<file path="config.mk">
export PLATFORM = sky130hd
export DESIGN_NAME = ycc_matrix
export DESIGN_NICKNAME = d
export VERILOG_FILES = /design/src/ycc_matrix.v
export VERILOG_INCLUDE_DIRS = /design/src
export SDC_FILE = /design/constraint.sdc
export NUM_CORES = 2
export LEC_CHECK = 0
export BUFFER_PORTS_ARGS = -buffer_cell sky130_fd_sc_hd__buf_2
export CAP_MARGIN = 20
export CORE_MARGIN = 1.5
export CORE_UTILIZATION = 40
export DETAILED_ROUTE_END_ITERATION = 10
export GPL_TIMING_DRIVEN = 0
export SYNTH_ARGS = -nofsm -noshare
export SYNTH_HDL_FRONTEND = slang
export SYNTH_SLANG_ARGS = --single-unit
</file>
<file path="constraint.sdc">
create_clock -name pclk -period 29.6 [get_ports pclk]
set_input_delay 2.96 -clock pclk [delete_from_list [all_inputs] [get_ports pclk]]
set_output_delay 2.96 -clock pclk [all_outputs]
set_load 0.02 [all_outputs]
</file>
<file path="src/ycc_defines.vh">
// Register map, reset presets and stream widths of the colour matrix
`ifndef YCC_DEFINES_VH
`define YCC_DEFINES_VH

`define YCC_IN_W 8
`define YCC_OUT_W 8
`define YCC_PROD_W 18
`define YCC_COEF_W 17
`define YCC_COEF_FRAC 16
`define YCC_YRAW_FRAC 6

`define YCC_HAS_CLIPPING 1
`define YCC_HAS_CLAMPING 1

`define YCC_OFF_CTRL 12'h000
`define YCC_OFF_STATUS 12'h004
`define YCC_OFF_RED_W 12'h008
`define YCC_OFF_BLUE_W 12'h00C
`define YCC_OFF_RED_SC 12'h010
`define YCC_OFF_BLUE_SC 12'h014
`define YCC_OFF_Y_OFS 12'h018
`define YCC_OFF_CR_OFS 12'h01C
`define YCC_OFF_BLUE_OFS 12'h020
`define YCC_OFF_Y_MAX 12'h024
`define YCC_OFF_Y_MIN 12'h028
`define YCC_OFF_C_MAX 12'h02C
`define YCC_OFF_C_MIN 12'h030

`define YCC_CTRL_ENABLE 0
`define YCC_STAT_BUSY 0
`define YCC_STAT_FRAMES_LSB 16

`define YCC_RST_CTRL 1'h1
`define YCC_RST_RED_W 17'h04C8C
`define YCC_RST_BLUE_W 17'h01D2F
`define YCC_RST_RED_SC 17'h0B688
`define YCC_RST_BLUE_SC 17'h09063
`define YCC_RST_Y_OFS 8'h10
`define YCC_RST_C_OFS 8'h80
`define YCC_RST_MAX 8'hF0
`define YCC_RST_MIN 8'h10

`endif

</file>
<file path="src/ycc_matrix.v">
// RGB to luma/chroma matrix datapath with APB coefficient registers
`include "ycc_defines.vh"

module ycc_matrix #(
  parameter HAS_CLIPPING = `YCC_HAS_CLIPPING,
  parameter HAS_CLAMPING = `YCC_HAS_CLAMPING
) (
  // Clock and reset
  input wire pclk,
  input wire presetn,
  // APB slave
  input wire psel,
  input wire penable,
  input wire pwrite,
  input wire [11:0] paddr,
  input wire [31:0] pwdata,
  output reg [31:0] prdata,
  output reg pready,
  output reg pslverr,
  // Stream slave, RGB in
  input wire s_valid,
  output wire s_ready,
  input wire s_sof,
  input wire s_eol,
  input wire [`YCC_IN_W-1:0] s_red,
  input wire [`YCC_IN_W-1:0] s_green,
  input wire [`YCC_IN_W-1:0] s_blue,
  // Stream master, luma/chroma out
  output reg m_valid,
  input wire m_ready,
  output reg m_sof,
  output reg m_eol,
  output reg [`YCC_OUT_W-1:0] m_luma,
  output reg [`YCC_OUT_W-1:0] m_red_chroma,
  output reg [`YCC_OUT_W-1:0] m_blue_chroma
);

  localparam IW = `YCC_IN_W;
  localparam OW = `YCC_OUT_W;
  localparam CW = `YCC_COEF_W;
  localparam YF = `YCC_YRAW_FRAC;
  // product width 18
  // Rounded sum keeps product width minus two bits
  localparam YW = `YCC_PROD_W - 2;
  localparam CF = `YCC_COEF_FRAC;
  localparam SH1 = CF - YF;
  localparam SH2 = CF + YF;

  // ******************************************************
  // Register file
  // ******************************************************
  reg ctrl_enable_reg;
  reg [CW-1:0] luma_red_weight;
  reg [CW-1:0] luma_blue_weight;
  reg [CW-1:0] red_diff_scale_reg;
  reg [CW-1:0] blue_diff_scale_reg;
  reg [OW-1:0] luma_offset;
  reg [OW-1:0] red_chroma_offset;
  reg [OW-1:0] blue_chroma_offset;
  reg [OW-1:0] luma_upper_limit;
  reg [OW-1:0] luma_lower_limit;
  reg [OW-1:0] chroma_upper_limit;
  reg [OW-1:0] chroma_lower_limit;
  reg [15:0] frame_count_reg;

  wire setup_ph;
  wire wr_take;
  reg [31:0] rd_next;
  reg hit_next;
  wire pipe_busy;

  assign setup_ph = psel & ~penable;
  assign wr_take = psel & penable & pready & pwrite;

  always @*
  begin
    rd_next = 32'h0000_0000;
    hit_next = 1'b1;
    case (paddr)
      `YCC_OFF_CTRL: rd_next[`YCC_CTRL_ENABLE] = ctrl_enable_reg;
      `YCC_OFF_STATUS:
      begin
        rd_next[`YCC_STAT_BUSY] = pipe_busy;
        rd_next[31:`YCC_STAT_FRAMES_LSB] = frame_count_reg;
      end
      `YCC_OFF_RED_W: rd_next[CW-1:0] = luma_red_weight;
      `YCC_OFF_BLUE_W: rd_next[CW-1:0] = luma_blue_weight;
      `YCC_OFF_RED_SC: rd_next[CW-1:0] = red_diff_scale_reg;
      `YCC_OFF_BLUE_SC: rd_next[CW-1:0] = blue_diff_scale_reg;
      `YCC_OFF_Y_OFS: rd_next[OW-1:0] = luma_offset;
      `YCC_OFF_CR_OFS: rd_next[OW-1:0] = red_chroma_offset;
      `YCC_OFF_BLUE_OFS: rd_next[OW-1:0] = blue_chroma_offset;
      `YCC_OFF_Y_MAX: rd_next[OW-1:0] = luma_upper_limit;
      `YCC_OFF_Y_MIN: rd_next[OW-1:0] = luma_lower_limit;
      `YCC_OFF_C_MAX: rd_next[OW-1:0] = chroma_upper_limit;
      `YCC_OFF_C_MIN: rd_next[OW-1:0] = chroma_lower_limit;
      default: hit_next = 1'b0;
    endcase
  end

  // One-cycle access phase: ready rises on the first access edge
  always @(posedge pclk or negedge presetn)
  begin
    if (!presetn)
    begin
      pready <= 1'b0;
      pslverr <= 1'b0;
      prdata <= 32'h0000_0000;
    end
    else
    begin
      pready <= setup_ph;
      pslverr <= setup_ph & ~hit_next;
      if (setup_ph & ~pwrite)
        prdata <= rd_next;
    end
  end

  always @(posedge pclk or negedge presetn)
  begin
    if (!presetn)
    begin
      ctrl_enable_reg <= `YCC_RST_CTRL;
      luma_red_weight <= `YCC_RST_RED_W;
      luma_blue_weight <= `YCC_RST_BLUE_W;
      red_diff_scale_reg <= `YCC_RST_RED_SC;
      blue_diff_scale_reg <= `YCC_RST_BLUE_SC;
      luma_offset <= `YCC_RST_Y_OFS;
      red_chroma_offset <= `YCC_RST_C_OFS;
      blue_chroma_offset <= `YCC_RST_C_OFS;
      luma_upper_limit <= `YCC_RST_MAX;
      luma_lower_limit <= `YCC_RST_MIN;
      chroma_upper_limit <= `YCC_RST_MAX;
      chroma_lower_limit <= `YCC_RST_MIN;
    end
    else if (wr_take & ~pslverr)
    begin
      case (paddr)
        `YCC_OFF_CTRL: ctrl_enable_reg <= pwdata[`YCC_CTRL_ENABLE];
        `YCC_OFF_RED_W: luma_red_weight <= pwdata[CW-1:0];
        `YCC_OFF_BLUE_W: luma_blue_weight <= pwdata[CW-1:0];
        `YCC_OFF_RED_SC: red_diff_scale_reg <= pwdata[CW-1:0];
        `YCC_OFF_BLUE_SC: blue_diff_scale_reg <= pwdata[CW-1:0];
        `YCC_OFF_Y_OFS: luma_offset <= pwdata[OW-1:0];
        `YCC_OFF_CR_OFS: red_chroma_offset <= pwdata[OW-1:0];
        `YCC_OFF_BLUE_OFS: blue_chroma_offset <= pwdata[OW-1:0];
        `YCC_OFF_Y_MAX: luma_upper_limit <= pwdata[OW-1:0];
        `YCC_OFF_Y_MIN: luma_lower_limit <= pwdata[OW-1:0];
        `YCC_OFF_C_MAX: chroma_upper_limit <= pwdata[OW-1:0];
        `YCC_OFF_C_MIN: chroma_lower_limit <= pwdata[OW-1:0];
        default: ctrl_enable_reg <= ctrl_enable_reg;
      endcase
    end
  end

  // ******************************************************
  // Stream handshake
  // ******************************************************
  wire advance;
  wire s_take;
  reg st1_valid_reg;
  reg st1_sof_reg;
  reg st1_eol_reg;

  assign advance = ~m_valid | m_ready;
  // Ready is not registered: a registered ready would need a skid
  // stage, which the pipe does not carry
  assign s_ready = advance & ctrl_enable_reg;
  assign s_take = s_valid & s_ready;
  assign pipe_busy = st1_valid_reg | m_valid;

  always @(posedge pclk or negedge presetn)
  begin
    if (!presetn)
      frame_count_reg <= 16'h0000;
    else if (s_take & s_sof)
      frame_count_reg <= frame_count_reg + 16'h0001;
  end

  // ******************************************************
  // Stage 1: intermediate luma
  // ******************************************************
  wire signed [IW+1:0] red_less_green;
  wire signed [IW+1:0] blue_less_green;
  wire signed [IW+CW+2:0] weight_sum;
  wire signed [IW+CW+2:0] weight_rnd;
  wire signed [YW-1:0] yraw_next;
  reg signed [YW-1:0] yraw_reg;
  reg [IW-1:0] st1_red_reg;
  reg [IW-1:0] st1_blue_reg;

  assign red_less_green = $signed({2'b00, s_red}) - $signed({2'b00, s_green});
  assign blue_less_green = $signed({2'b00, s_blue}) - $signed({2'b00, s_green});
  assign weight_sum = $signed({1'b0, luma_red_weight}) * red_less_green
                    + $signed({1'b0, luma_blue_weight}) * blue_less_green;
  // round to product width minus two
  assign weight_rnd = (weight_sum + $signed({{(IW+CW+2-SH1){1'b0}},
                       1'b1, {(SH1-1){1'b0}}})) >>> SH1;
  assign yraw_next = weight_rnd[YW-1:0]
                   + $signed({{(YW-IW-YF){1'b0}}, s_green, {YF{1'b0}}});

  always @(posedge pclk or negedge presetn)
  begin
    if (!presetn)
    begin
      st1_valid_reg <= 1'b0;
      st1_sof_reg <= 1'b0;
      st1_eol_reg <= 1'b0;
      yraw_reg <= {YW{1'b0}};
      st1_red_reg <= {IW{1'b0}};
      st1_blue_reg <= {IW{1'b0}};
    end
    else if (advance)
    begin
      // one pixel out per pixel in
      st1_valid_reg <= s_take;
      st1_sof_reg <= s_sof;
      st1_eol_reg <= s_eol;
      yraw_reg <= yraw_next;
      st1_red_reg <= s_red;
      st1_blue_reg <= s_blue;
    end
  end

  // ******************************************************
  // Stage 2: chroma, rounding, offset and limiting
  // ******************************************************
  localparam PW = CW + YW + 2;
  // Channel 0 luma, 1 red chroma, 2 blue chroma
  wire signed [YW:0] red_less_y;
  wire signed [YW:0] blue_less_y;
  wire signed [PW-1:0] red_prod;
  wire signed [PW-1:0] blue_prod;
  wire signed [3*PW-1:0] raw_all;
  wire [3*OW-1:0] ofs_all;
  wire [3*OW-1:0] max_all;
  wire [3*OW-1:0] min_all;
  wire [3*OW-1:0] res_all;

  assign red_less_y = $signed({1'b0, st1_red_reg, {YF{1'b0}}}) - yraw_reg;
  assign blue_less_y = $signed({1'b0, st1_blue_reg, {YF{1'b0}}}) - yraw_reg;
  assign red_prod = $signed({1'b0, red_diff_scale_reg}) * red_less_y;
  assign blue_prod = $signed({1'b0, blue_diff_scale_reg}) * blue_less_y;
  // Luma carries the coefficient fraction too so all share one shift
  assign raw_all = {blue_prod, red_prod,
                    {{(PW-YW-CF){yraw_reg[YW-1]}}, yraw_reg, {CF{1'b0}}}};
  assign ofs_all = {blue_chroma_offset, red_chroma_offset, luma_offset};
  assign max_all = {chroma_upper_limit, chroma_upper_limit,
                    luma_upper_limit};
  assign min_all = {chroma_lower_limit, chroma_lower_limit,
                    luma_lower_limit};

  genvar ch;
  generate
    for (ch = 0; ch < 3; ch = ch + 1)
    begin : g_chan
      wire signed [PW-1:0] raw;
      wire signed [PW-1:0] rnd;
      wire signed [OW+2:0] sum;
      wire over;
      wire under;
      assign raw = raw_all[ch*PW +: PW];
      assign rnd = (raw + $signed({{(PW-SH2){1'b0}}, 1'b1,
                    {(SH2-1){1'b0}}})) >>> SH2;
      assign sum = rnd[OW+2:0] + $signed({3'b000, ofs_all[ch*OW +: OW]});
      // saturate only when built with clipping
      assign over = (HAS_CLIPPING != 0) &&
                    (sum > $signed({3'b000, max_all[ch*OW +: OW]}));
      // lower bound only when built with clamping
      assign under = (HAS_CLAMPING != 0) &&
                     (sum < $signed({3'b000, min_all[ch*OW +: OW]}));
      // otherwise low bits wrap on overflow
      assign res_all[ch*OW +: OW] = over ? max_all[ch*OW +: OW] :
                                    under ? min_all[ch*OW +: OW] :
                                    sum[OW-1:0];
    end
  endgenerate

  always @(posedge pclk or negedge presetn)
  begin
    if (!presetn)
    begin
      m_valid <= 1'b0;
      m_sof <= 1'b0;
      m_eol <= 1'b0;
      m_luma <= {OW{1'b0}};
      m_red_chroma <= {OW{1'b0}};
      m_blue_chroma <= {OW{1'b0}};
    end
    else if (advance)
    begin
      m_valid <= st1_valid_reg;
      m_sof <= st1_sof_reg;
      m_eol <= st1_eol_reg;
      m_luma <= res_all[OW-1:0];
      m_red_chroma <= res_all[2*OW-1:OW];
      m_blue_chroma <= res_all[3*OW-1:2*OW];
    end
  end

endmodule // ycc_matrix

</file>
==> results.cfg <==
[status]
outcome = completed

[critical_path]
cp_max_fo = 10
crit_top_cell = fa_1
worstRegToRegCells = 47
critPathKind = in -> reg
endpoint_kind = register
slowest_delay_ns = 0.68
cp-start-kind = primary input
crit_required_ns = 30.04
path_buf_inv = 10
r2r_slack_ns = 15.88
r2r_end = m_red_chroma[5]$_DFFE_PN0N_
worstReg2RegStart = yraw_reg[0]$_DFFE_PN0N_
critPathTopFamily = adder cells
cp_slowest_cell = a311oi_1
arrival_ns = 14.90

[routing]
ant_nets = 0
dr_total_vias = 31700
wirelength_um = 126000
vias_per_cell = 5.18
dr.pass1.iters = 9
wire_per_inst_um = 20.5
drcViolationCount = 0
drt_iter0_drc = 2260

[synth]
synth.top_cell.area_share_pct = 33.6
synth_area_leader_cell = fa_1
synth_area_um2 = 42100
avgSynthCellArea_um2 = 9.24
synth-edff-count = 0
synthTopCellsByCount = 897 x inv_1, 705 x fa_1, 638 x nand2_1
yosysWarningCount = 0
ys.flop_type = dfrtp_1
synth_seq_cells = 237
async_flop_share_pct = 100
yosysMostFrequentCell = inv_1
synth_fp_nets = 5784
synthDistinctLibCells = 87
seq_area_frac_synth_pct = 14.2
synth.top_cells.by_area = fa_1 34%, ha_1 13%, dfrtp_1 12%
netlist_instances = 4550

[global_routing]
grt.total_usage_pct = 24.1
antenna_found_initial = 2
first_global_vias = 33400
grt_pass1_wl_um = 198000
overflow = 0
grt_max_degree = 96

[clocking]
clk_path_buf_depth = 3
cts-buffers-inserted = 25
cts_setup_buffers = 0
clk_pin_slew_ns = 0.06
cts-hold-fix-buffers = 0
cts_tree = built
clk_latency_ns = 0.57
ctsHtreeMaxLevel = 1
ctsResizeCount = 0
cts.sinks = 237
cts-root-buf = clkbuf_16

[run]
cap_viol_max_count = 0

[final_layout]
drive_above_1_share_pct = 8.04
regMostFlops = prdata
fill_cells = 10400
nNetsFinal = 5952
areaGrowthSynthToFinish_pct = 8.03
largest_register_ffs = 32

[sta]
hold_violations = 0
rsz0062_at_grt = no
setup-violations-final = 0
fin_ws_ns = 15.14
max_freq_ghz = 0.0692
min_period_over_period_pct = 48.8
tns_ns = 0
skew_ns = 0.0268
slew_violations = 0
finalCriticalPeriod_ns = 14.46
relSlewSlack_pct = 24.4
tightest_slew_ns = 1.13

[floorplan]
initial_core_util_pct = 40.5
boundaryPins = 139
die_h_um = 327
core_area_um2 = 104000
die_area_um2 = 107000
fp.dieW_um = 327
fp-row-count = 118

[hold_path]
worstHoldPathCells = 2
hp-class = reg -> reg
min_to = m_eol$_DFFE_PN0N_
hp-start = m_eol$_DFFE_PN0N_

[power]
p_per_area_nw_per_um2 = 79.5
irDropWorstVdd_mv = 0.106
p_leak_nw = 23.4

[place]
dp_hpwl_um = 106000
portBuffers = 123
finalWeightedCongestion = 0.923
pre_cts_slack_ns = 14.62
[how the worst max path moves through the flow]
stage,start,end,slack (ns),cells past startpoint
after floorplan,s_red[0],yraw_reg[15]$_DFFE_PN0N_,17.18,48
after global placement,s_green[1],yraw_reg[15]$_DFFE_PN0N_,14.68,49
after detailed placement,s_green[1],yraw_reg[15]$_DFFE_PN0N_,14.62,49
after CTS,s_green[1],yraw_reg[15]$_DFFE_PN0N_,15.16,49
after global routing,s_red[0],yraw_reg[15]$_DFFE_PN0N_,14.45,50
final,s_red[0],yraw_reg[15]$_DFFE_PN0N_,15.14,50
[cells in the final DEF (no fill, tap or decap), types with 9 or more instances in the layout]
cell and n:
nand3_1 31, nor2b_1 30, a221oi_1 21, a222oi_1 24, a21oi_1 84, a21o_1 61, xnor2_1 90, xor2_1 35
mux2i_1 24, nand2b_1 67, nand2_1 638, o21ai_0 95, dfrtp_1 195, dfstp_2 42, o21bai_1 14, clkbuf_1 188
buf_4 13, clkbuf_16 25, mux2_2 105, inv_1 897, or2_2 23, nor3_1 25, buf_2 126, buf_1 23
a22o_1 16, and2_1 341, ha_1 452, nor2_1 133, fa_1 705, nor4_1 9, and3_1 12, nand4_1 14
o21a_1 35
[layout make-up]
type | count | area, um^2 | area share, %
multi-input combinational | 3204 | 31900 | 70.2
sequential | 237 | 5980 | 13.2
inverter | 897 | 3370 | 7.41
tap | 1380 | 1730 | 3.80
buffer | 212 | 817 | 1.80
timing repair buffer | 141 | 803 | 1.77
clock buffer | 32 | 682 | 1.50
clock inverter | 14 | 140 | 0.308
antenna | 2 | 5.00 | 0.0110
[power by group]
group          internal, W  switching, W  total [W]
combinational      0.00107       0.00184    0.00291
clock             0.000175      0.000144   0.000319
sequential        0.000358     0.0000267   0.000385
total              0.00160       0.00201    0.00361
[tightest hold or removal path, delay by kind of cell, from the launching register on]
family | cells | cell delay [ns]
DFF | 1 | 0.35
and+or+nand+nor | 2 | 0.10
[cell families (layout without fill, tap and decap cells)]
| logic type | count (synthesis) | in the layout | synth area share, % |
|---|---|---|---|
| buffers and inverters | 1109 | 1296 | 9.95 |
| AND/OR/NAND/NOR | 1360 | 1360 | 15.6 |
| flip-flops | 237 | 237 | 14.2 |
| AO/OA/AOI/OAI | 428 | 428 | 7.07 |
| other | 0 | 2 | 0 |
| multiplexers | 131 | 131 | 3.44 |
| adder cells (fa/ha/maj) | 1158 | 1158 | 47.0 |
| XOR/XNOR | 127 | 127 | 2.68 |
[per-layer routing]
| metal | part of all wire (%) | global-route usage (%) |
|---|---|---|
| met3 | 6.1 | 2.79 |
| met1 | 43 | 33.1 |
| met2 | 47 | 39.4 |
| met5 | 0 | 0 |
| met4 | 3.9 | 8.29 |
[metrics by stage]
stage	cell area [um^2]	std cells	utilization, %	hold slack [ns]	total power, W
3_3_place_gp	44400	6053	42.7	0.451	0.00321
3_5_place_dp	44600	6064	42.9	0.455	0.00324
4_1_cts	45400	6110	43.7	0.471	0.00358
5_1_grt	45400	6119	43.7	0.505	0.00393
6_report	45400	6119	43.7	0.470	0.00361
2_1_floorplan	42100	4550	-	0.439	0.00230
No activity file was read; power rests on OpenSTA's default activity.
